File: src/cb_secondary_regs.svh
/*
 Register offsets, field positions, reset values and fixed codes of the
 card-side secondary register bank. Assumes byte offsets in config space.
*/
`ifndef CB_SECONDARY_REGS_SVH
`define CB_SECONDARY_REGS_SVH
`define SEC_STATUS_OFFSET 8'h16
`define PRIMARY_BUS_OFFSET 8'h18
`define CARD_BUS_OFFSET 8'h19
`define HIGHEST_BUS_OFFSET 8'h1a
`define CARD_LAT_OFFSET 8'h1b
`define SEC_STATUS_RESET 16'h0200
`define BUS_NUMBER_RESET 8'h00
`define CARD_LAT_RESET 8'h00
`define PARITY_BIT 15
`define SYSERR_BIT 14
`define MABORT_BIT 13
`define TABORT_RX_BIT 12
`define TABORT_TX_BIT 11
`define DEVSEL_LSB 9
`define DEVSEL_CODE 2'h1
`define DPAR_BIT 8
`endif

File: src/cb_secondary_pkg.sv
/*
 Types shared by the card-side secondary register bank.
 Assumes the _regs header supplies all numeric constants.
*/
package cb_secondary_pkg;
   typedef enum logic [1:0] {cfg_not_ours, cfg_type0, cfg_type1} cfg_route_t;
   typedef enum {lat_idle, lat_count, lat_expired} lat_state_t;
endpackage : cb_secondary_pkg

File: src/cb_secondary_regs.sv
/*
 Card-side secondary status, bus numbers and latency timer of one socket
 function, reached through byte-wide configuration reads and writes.
 Assumes error events are one-cycle pulses from the card-side cycle engine
 and that config accesses are synchronous to clock_in.
*/
// Functional notes
// - Writing one clears an error flag; writing zero leaves it.
// - Secondary status at 16h, resets to 0200h.
// - Bit 15 sets on card-side address or data parity error.
// - Bit 14 sets on card system error; device never drives it.
// - Bit 13 sets when our card-side master cycle master-aborts.
// - Bit 12 sets when our card-side cycle gets a target abort.
// - Bit 11 sets when we target-abort as card-side target.
// - Bits 10 to 9 read fixed 01b, medium decode timing.
// - Bit 8 sets on parity error report while master, if enabled.
// - Bit 7 reads zero; no fast back-to-back acceptance.
// - Bit 6 reads zero; no user features.
// - Bit 5 reads zero; card clock never above 33 MHz.
// - Bits 4 to 0 read zero.
// - Primary bus number at 18h, reset 00h, driven out but not used in the route decision.
// - Card bus number at 19h, reset 00h, per function.
// - Highest downstream bus number at 1Ah, reset 00h, per function.
// - Latency timer at 1Bh counts card clocks from frame start.
// - On expiry before done, end after the next data phase.
`timescale 1ns/1ps
`default_nettype none
`include "cb_secondary_regs.svh"
module cb_secondary_regs
#(
   // Latency counter width; must reach the largest timer setting
   parameter int LAT_COUNT_WIDTH = 8
)
(
   // Clock and reset
   input wire logic clock_in,
   input wire logic nrst_in,
   // Configuration access, one byte per cycle
   input wire logic cfg_write_in,
   input wire logic cfg_read_in,
   input wire logic [7:0] cfg_offset_in,
   input wire logic [7:0] cfg_wdata_in,
   output logic [7:0] cfg_rdata_out,
   output logic cfg_hit_out,
   // Card-side events
   input wire logic card_side_parity_detected_in,
   input wire logic card_system_error_seen_in,
   input wire logic card_master_abort_received_in,
   input wire logic card_target_abort_received_in,
   input wire logic card_target_abort_signaled_in,
   input wire logic card_perr_seen_in,
   input wire logic card_is_master_in,
   input wire logic parity_response_enable_in,
   // Initiator timing
   input wire logic card_frame_start_in,
   input wire logic card_data_phase_done_in,
   input wire logic card_transaction_done_in,
   output logic card_stop_after_phase_out,
   // Configuration forwarding
   input wire logic [7:0] cfg_target_bus_in,
   output cb_secondary_pkg::cfg_route_t cfg_route_out,
   output logic [7:0] primary_bus_number_out
);
   import cb_secondary_pkg::*;

   // A narrower counter could never reach a large timer setting
   if (LAT_COUNT_WIDTH < 8)
   begin : g_bad_width
      $error("latency counter narrower than timer");
   end

   logic [4:0] err_flags;
   logic [4:0] next_err_flags;
   logic dpar_flag;
   logic next_dpar_flag;
   logic [7:0] primary_bus_number;
   logic [7:0] card_side_bus_number;
   logic [7:0] highest_downstream_bus_number;
   logic [7:0] card_side_latency_timer;
   logic [7:0] next_primary;
   logic [7:0] next_card_bus;
   logic [7:0] next_highest;
   logic [7:0] next_latency;
   logic [LAT_COUNT_WIDTH-1:0] lat_cycles;
   logic [LAT_COUNT_WIDTH-1:0] next_lat_cycles;
   lat_state_t lat_state;
   lat_state_t next_lat_state;
   logic [7:0] rdata;
   logic [7:0] next_rdata;
   cfg_route_t route;
   cfg_route_t next_route;
   logic [15:0] status_word;
   logic [4:0] err_events;
   logic [4:0] err_clear;
   logic wr_status_hi;

   // Flags at bits 15..11 in order
   assign err_events = {card_side_parity_detected_in,
                        card_system_error_seen_in,
                        card_master_abort_received_in,
                        card_target_abort_received_in,
                        card_target_abort_signaled_in};
   assign wr_status_hi = cfg_write_in && (cfg_offset_in == (`SEC_STATUS_OFFSET + 8'h01));
   assign err_clear = wr_status_hi ? cfg_wdata_in[7:3] : 5'h00;

   // Constant fields read back fixed
   assign status_word = {err_flags, `DEVSEL_CODE, dpar_flag, 8'h00};

   // One set-over-clear cell per error flag at bits 15..11
   for (genvar g = 0; g < 5; g++)
   begin : g_err_flag
      // Set wins so no event is lost to a racing clear
      assign next_err_flags[g] = err_events[g] | (err_flags[g] & ~err_clear[g]);
   end

   always_comb
   begin
      next_dpar_flag = dpar_flag;
      if (cfg_write_in && cfg_offset_in == (`SEC_STATUS_OFFSET + 8'h01) && cfg_wdata_in[0])
      begin
         next_dpar_flag = 1'b0;
      end
      if (card_perr_seen_in && card_is_master_in && parity_response_enable_in)
      begin
         next_dpar_flag = 1'b1;
      end
   end

   always_comb
   begin
      next_primary = primary_bus_number;
      next_card_bus = card_side_bus_number;
      next_highest = highest_downstream_bus_number;
      next_latency = card_side_latency_timer;
      if (cfg_write_in)
      begin
         unique case (cfg_offset_in)
            `PRIMARY_BUS_OFFSET: next_primary = cfg_wdata_in;
            `CARD_BUS_OFFSET: next_card_bus = cfg_wdata_in;
            `HIGHEST_BUS_OFFSET: next_highest = cfg_wdata_in;
            `CARD_LAT_OFFSET: next_latency = cfg_wdata_in;
            default: next_primary = primary_bus_number;
         endcase
      end
   end

   always_comb
   begin
      next_rdata = rdata;
      if (cfg_read_in)
      begin
         unique case (cfg_offset_in)
            `SEC_STATUS_OFFSET: next_rdata = status_word[7:0];
            `SEC_STATUS_OFFSET + 8'h01: next_rdata = status_word[15:8];
            `PRIMARY_BUS_OFFSET: next_rdata = primary_bus_number;
            `CARD_BUS_OFFSET: next_rdata = card_side_bus_number;
            `HIGHEST_BUS_OFFSET: next_rdata = highest_downstream_bus_number;
            `CARD_LAT_OFFSET: next_rdata = card_side_latency_timer;
            default: next_rdata = 8'h00;
         endcase
      end
   end

   // Forwarding decision; a zero card bus number means not yet configured
   always_comb
   begin
      next_route = cfg_not_ours;
      if (card_side_bus_number != 8'h00 && cfg_target_bus_in == card_side_bus_number)
      begin
         next_route = cfg_type0;
      end
      else if (card_side_bus_number != 8'h00 && cfg_target_bus_in > card_side_bus_number &&
               cfg_target_bus_in <= highest_downstream_bus_number)
      begin
         next_route = cfg_type1;
      end
   end

   // Latency count; zero setting expires at once, hence advice of 20h or more
   always_comb
   begin
      next_lat_state = lat_state;
      next_lat_cycles = lat_cycles;
      unique case (lat_state)
         lat_idle:
            if (card_frame_start_in)
            begin
               next_lat_cycles = '0;
               next_lat_state = lat_count;
            end
         lat_count:
            if (card_transaction_done_in)
            begin
               next_lat_state = lat_idle;
            end
            else if (lat_cycles >= LAT_COUNT_WIDTH'(card_side_latency_timer))
            begin
               next_lat_state = lat_expired;
            end
            else
            begin
               next_lat_cycles = lat_cycles + LAT_COUNT_WIDTH'(1);
            end
         lat_expired:
            if (card_transaction_done_in || card_data_phase_done_in)
            begin
               next_lat_state = lat_idle;
            end
      endcase
   end

   // Status flags; all clear so status reads 0200h after reset
   always_ff @(posedge clock_in)
   begin
      if (!nrst_in)
      begin
         err_flags <= 5'h00;
         dpar_flag <= 1'b0;
      end
      else
      begin
         err_flags <= next_err_flags;
         dpar_flag <= next_dpar_flag;
      end
   end

   // Bus numbers and latency setting
   always_ff @(posedge clock_in)
   begin
      if (!nrst_in)
      begin
         primary_bus_number <= `BUS_NUMBER_RESET;
         card_side_bus_number <= `BUS_NUMBER_RESET;
         highest_downstream_bus_number <= `BUS_NUMBER_RESET;
         card_side_latency_timer <= `CARD_LAT_RESET;
      end
      else
      begin
         primary_bus_number <= next_primary;
         card_side_bus_number <= next_card_bus;
         highest_downstream_bus_number <= next_highest;
         card_side_latency_timer <= next_latency;
      end
   end

   // Read data holds until the next read
   always_ff @(posedge clock_in)
   begin
      if (!nrst_in)
      begin
         rdata <= 8'h00;
      end
      else
      begin
         rdata <= next_rdata;
      end
   end

   // Registered route costs one cycle but keeps the compare off the output
   always_ff @(posedge clock_in)
   begin
      if (!nrst_in)
      begin
         route <= cfg_not_ours;
      end
      else
      begin
         route <= next_route;
      end
   end

   // Latency count
   always_ff @(posedge clock_in)
   begin
      if (!nrst_in)
      begin
         lat_cycles <= '0;
         lat_state <= lat_idle;
      end
      else
      begin
         lat_cycles <= next_lat_cycles;
         lat_state <= next_lat_state;
      end
   end

   assign cfg_rdata_out = rdata;
   assign cfg_hit_out = (cfg_read_in || cfg_write_in) &&
                        (cfg_offset_in >= `SEC_STATUS_OFFSET) && (cfg_offset_in <= `CARD_LAT_OFFSET) &&
                        (cfg_offset_in != 8'h18 - 8'h01) ? 1'b1 :
                        (cfg_read_in || cfg_write_in) && (cfg_offset_in == 8'h17);
   assign card_stop_after_phase_out = (lat_state == lat_expired);
   assign cfg_route_out = route;
   assign primary_bus_number_out = primary_bus_number;
endmodule : cb_secondary_regs
`default_nettype wire

File: config.mk
export PLATFORM = sky130hd
export DESIGN_NAME = cb_secondary_regs
export DESIGN_NICKNAME = d
export VERILOG_FILES = /design/src/cb_secondary_pkg.sv /design/src/cb_secondary_regs.sv
export VERILOG_INCLUDE_DIRS = /design/src
export SDC_FILE = /design/constraint.sdc
export NUM_CORES = 1
export LEC_CHECK = 0
export ABC_AREA = 1
export ABC_CLOCK_PERIOD_IN_PS = 5250
export BUFFER_PORTS_ARGS = -buffer_cell sky130_fd_sc_hd__buf_2
export CAP_MARGIN = 20
export CORE_MARGIN = 4
export CORE_UTILIZATION = 60
export CTS_CLUSTER_SIZE = 30
export DETAILED_ROUTE_END_ITERATION = 16
export GPL_ROUTABILITY_DRIVEN = 1
export GPL_TIMING_DRIVEN = 0
export PLACE_DENSITY = 0.85
export RECOVER_POWER = 100
export SLEW_MARGIN = 40
export SYNTH_ARGS = -nofsm -noshare
export SYNTH_HDL_FRONTEND = slang
export SYNTH_SLANG_ARGS = --single-unit
File: constraint.sdc
create_clock -name clock_in -period 5.25 [get_ports clock_in]
set_clock_uncertainty 0.05 [all_clocks]
set_input_delay 0 -clock clock_in [delete_from_list [all_inputs] [get_ports clock_in]]
set_output_delay 0 -clock clock_in [all_outputs]
set_load 0.02 [all_outputs]
==> summary.md <==
| Metric | Value |
|---|---|
| Layout cells sized above 1 | 10.7% |
| Most frequent cells in the layout | a21oi_1, inv_1, o21ai_0 |
| Hold Path Class | in -> reg |
| Peak fanout along the critical path | 10 |
| CTS Sinks | 58 |
| All-Layer GR Usage | 30.1% |
| Slew margin rel. | 33.9% |
| Seq/Total Area, Yosys | 35.4% |
| HPWL after DPL | 6.73 mm |
| Post-CTS Resized | 0 |
| Avg Cell Area, Syn | 7.09 µm² |
| Crit path DAT | 2340 ps |
| CP dominant cell by count | nand2_1 |
| Clk_lat worst skew | 340 ps |
| Area contributors post-synth | dfxtp_1, a21oi_1, ha_1 |
| Largest area contributor in the netlist | dfxtp_1 |
| Internal cell power | 0.000816 W |
| Clock share of power | 36.1% |
| Grt total ovfl | 0 |
| First-pass GRT wire length | 15.2 mm |
| Synth warnings | 0 |
| Die Height | 81.9 µm |
| Max Cap Viol | 0 |
| Initial DRT Pass Iterations | 7 |
| Pwr dens | 300 nW/µm² |
| Fin crit period | 2160 ps |
| I/O pin count | 59 |
| Root Driver | clkbuf_8 |
| Vias per std cell | 5.71 |
| Most common cell after layout, fill and taps aside | a21oi_1 |
| Drt initial violations | 523 |
| Antenna viol nets, final | 0 |
| RSZ-0062 raised after global routing | false |
| Syn-to-layout area delta | 20.4% |
| Routability Congestion | 0.932 |
| Setup TNS | 0 ps |
| Routed via count | 3547 |
| ANT cells | 0 |
| TritonCTS clock tree | done |
| Hold Fails Final Rpt | 0 |
| Slew @ Worst Pin | 984 ps |
| Comb pwr share | 23.6% |
| WL per Instance | 15.6 µm |
| Slowest stage delay, CP | 360 ps |
| CP max stage cell | dfxtp_1 |
| Critical path class | reg -> reg |
| CTS clk-pin slew, worst paths | 60 ps |
| Die Wd | 81.9 µm |
| CTS H-tree lvls | 3 |
| FF-to-FF End | lat_cycles[6] |
| Critical Path Start Type | register |
| Post-CTS setup buffers | 0 |
| Tot Pwr | 0.00118 W |
| WP data required | 5430 ps |
| Largest net degree at the start of global routing | 11 |
| Vias in the first global route | 3331 |
| Maximum vdd drop | 0.308 mV |
| Crit share post-route | 41.2% |
| Synth Instances | 462 |
| R2r worst-path depth | 13 |
| Register bit total from synthesis | 58 |
| DP Area | 3650 µm² |
| Routed Wire Length | 9.71 mm |
| Net count reported at finish | 614 |
| Status | finished, final reports clean |
| Static leakage | 1.66 nW |
| Synth unique cells | 26 |
| FMAX | 463 MHz |
| FP Rows | 26 |
| Reg power frac | 40.3% |
| Initial core utilization | 63.0% |
| Sw Ratio | 31.1% |
| Clk buf depth | 2 |
| Core Footprint | 5200 µm² |
| Die ar. | 6710 µm² |
| Synth Cell Area | 3280 µm² |
| Initial antenna violation count | 0 |
| R2r startpoint | card_side_latency_timer[3] |
| Final setup fails | 0 |
| Syn Nets | 529 |
| Fin area | 3940 µm² |
| Filler cells | 392 |
| Hold Path Cell Cnt | 3 |
| Top-area cell type share of the netlist area | 35.4% |
| NetSw | 0.000368 W |
| Min-Delay Endpoint | lat_cycles[4] |
| Worst reg2reg setup slack | 3090 ps |
| Min-delay src | nrst_in |
| Final core occ | 75.8% |
| Critical Path End Type | register |
| CTS buffer count | 9 |
| # port buffers | 57 |
| CP cell instances | inv_1 > ha_1 > nand2_1 > nor2_1 > nor2_1 > nand2_1 > nand2_1 > nand3_1 > nand2_1 > clkbuf_1 > nand3_1 > nand2_1 > nor2_1 |
| Final Slew Violations | 0 |
| DRC viols | 0 |
-- registers in the layout (all words and copies together), names as in the netlist --
signal	count
cfg_rdata_out	8
card_side_latency_timer	8
primary_bus_number_out	8
lat_state	2
cfg_route_out	2
lat_cycles	8
dpar_flag	1
highest_downstream_bus_number	8
card_side_bus_number	8
err_flags	5
-- timing repair --
item | 4_1_cts | 5_1_grt
hold buffers | 17 | 0
setup endpoints to repair | 0 | 0
endpoints found under the hold margin | 36 | 0
-- synth_stat cells --
cell type  instances
buf_6              1
a21oi_1           70
clkinv_1           2
nand2_1           57
ha_1              28
nand3_2            3
nand2_2            1
dfxtp_1           58
clkbuf_1           7
inv_2              2
nand4_1            2
nor3_2             1
nand3b_1           1
buf_2              8
nor3b_1            2
nor3_4             3
o21ai_1           11
nor2_1            27
nor3_1             3
a21o_1             2
or3b_2             1
o211ai_1           1
o21ai_0           50
nand3_1           55
nor2_2             1
inv_1             65
-- power by group through the flow --
stage / combinational, W / sequential, W / clock, W
global placement: 0.000256 / 0.000485 / 0
CTS: 0.000278 / 0.000477 / 0.000427
global route: 0.000317 / 0.000480 / 0.000451
detailed placement: 0.000267 / 0.000486 / 0
finish: 0.000280 / 0.000477 / 0.000427
floorplan: 0.000195 / 0.000482 / 0
-- how the worst max path moves through the flow --
stage                                    start       endpoint  slack (ps)  cells after the start
finish              card_side_latency_timer[3]  lat_cycles[6]        3090                     13
global route        card_side_latency_timer[3]  lat_cycles[6]        2900                     13
CTS                 card_side_latency_timer[3]  lat_cycles[6]        3160                     13
detailed placement  card_side_latency_timer[3]  lat_cycles[6]        3180                     13
global placement    card_side_latency_timer[3]  lat_cycles[7]        3290                     13
floorplan           card_side_latency_timer[5]  lat_cycles[6]        3540                     11
-- per-layer routing --
layer	GRT usage, %	routed length, µm	up-vias
li1	-	-	1719
met1	35.0	3780	1578
met4	13.6	405	0
met5	0	0	-
met2	52.4	4730	203
met3	6.69	792	47
-- critical path, delay by kind of cell (launching register included) --
family	cells	cell delay, ps
fa+ha+maj	1	320
flops	1	360
simple gates	10	880
buf+inv	2	460
-- area by class of cell --
class / instances / area [µm²] / area share, %
Timing Repair Buffer: 74 / 429 / 10.9
Multi-Input combinational cell: 319 / 1740 / 44.1
Clock inverter: 2 / 35.0 / 0.888
Sequential cell: 58 / 1160 / 29.4
Buffer: 16 / 63.8 / 1.62
Inverter: 69 / 259 / 6.57
Clock buffer: 13 / 169 / 4.28
Tap cell: 70 / 87.6 / 2.22
-- cells by family after synthesis --
group / after synthesis / synth area share, %
adder cells (fa/ha/maj): 28 / 10.7
buffers and inverters: 85 / 10.3
flip-flops: 58 / 35.4
AO/OA/AOI/OAI: 134 / 20.7
AND/OR/NAND/NOR: 157 / 22.9
-- per-stage QoR --
stage | hold WS, ps | cells | setup WS, ps
6_report | 42.6 | 621 | 3090
3_3_place_gp | 194 | 589 | 3290
2_1_floorplan | 84.0 | 462 | 3540
5_1_grt | 59.3 | 621 | 2900
3_5_place_dp | 194 | 589 | 3180
4_1_cts | 37.1 | 621 | 3160
Note: power is estimated with default switching activity, not from simulation.
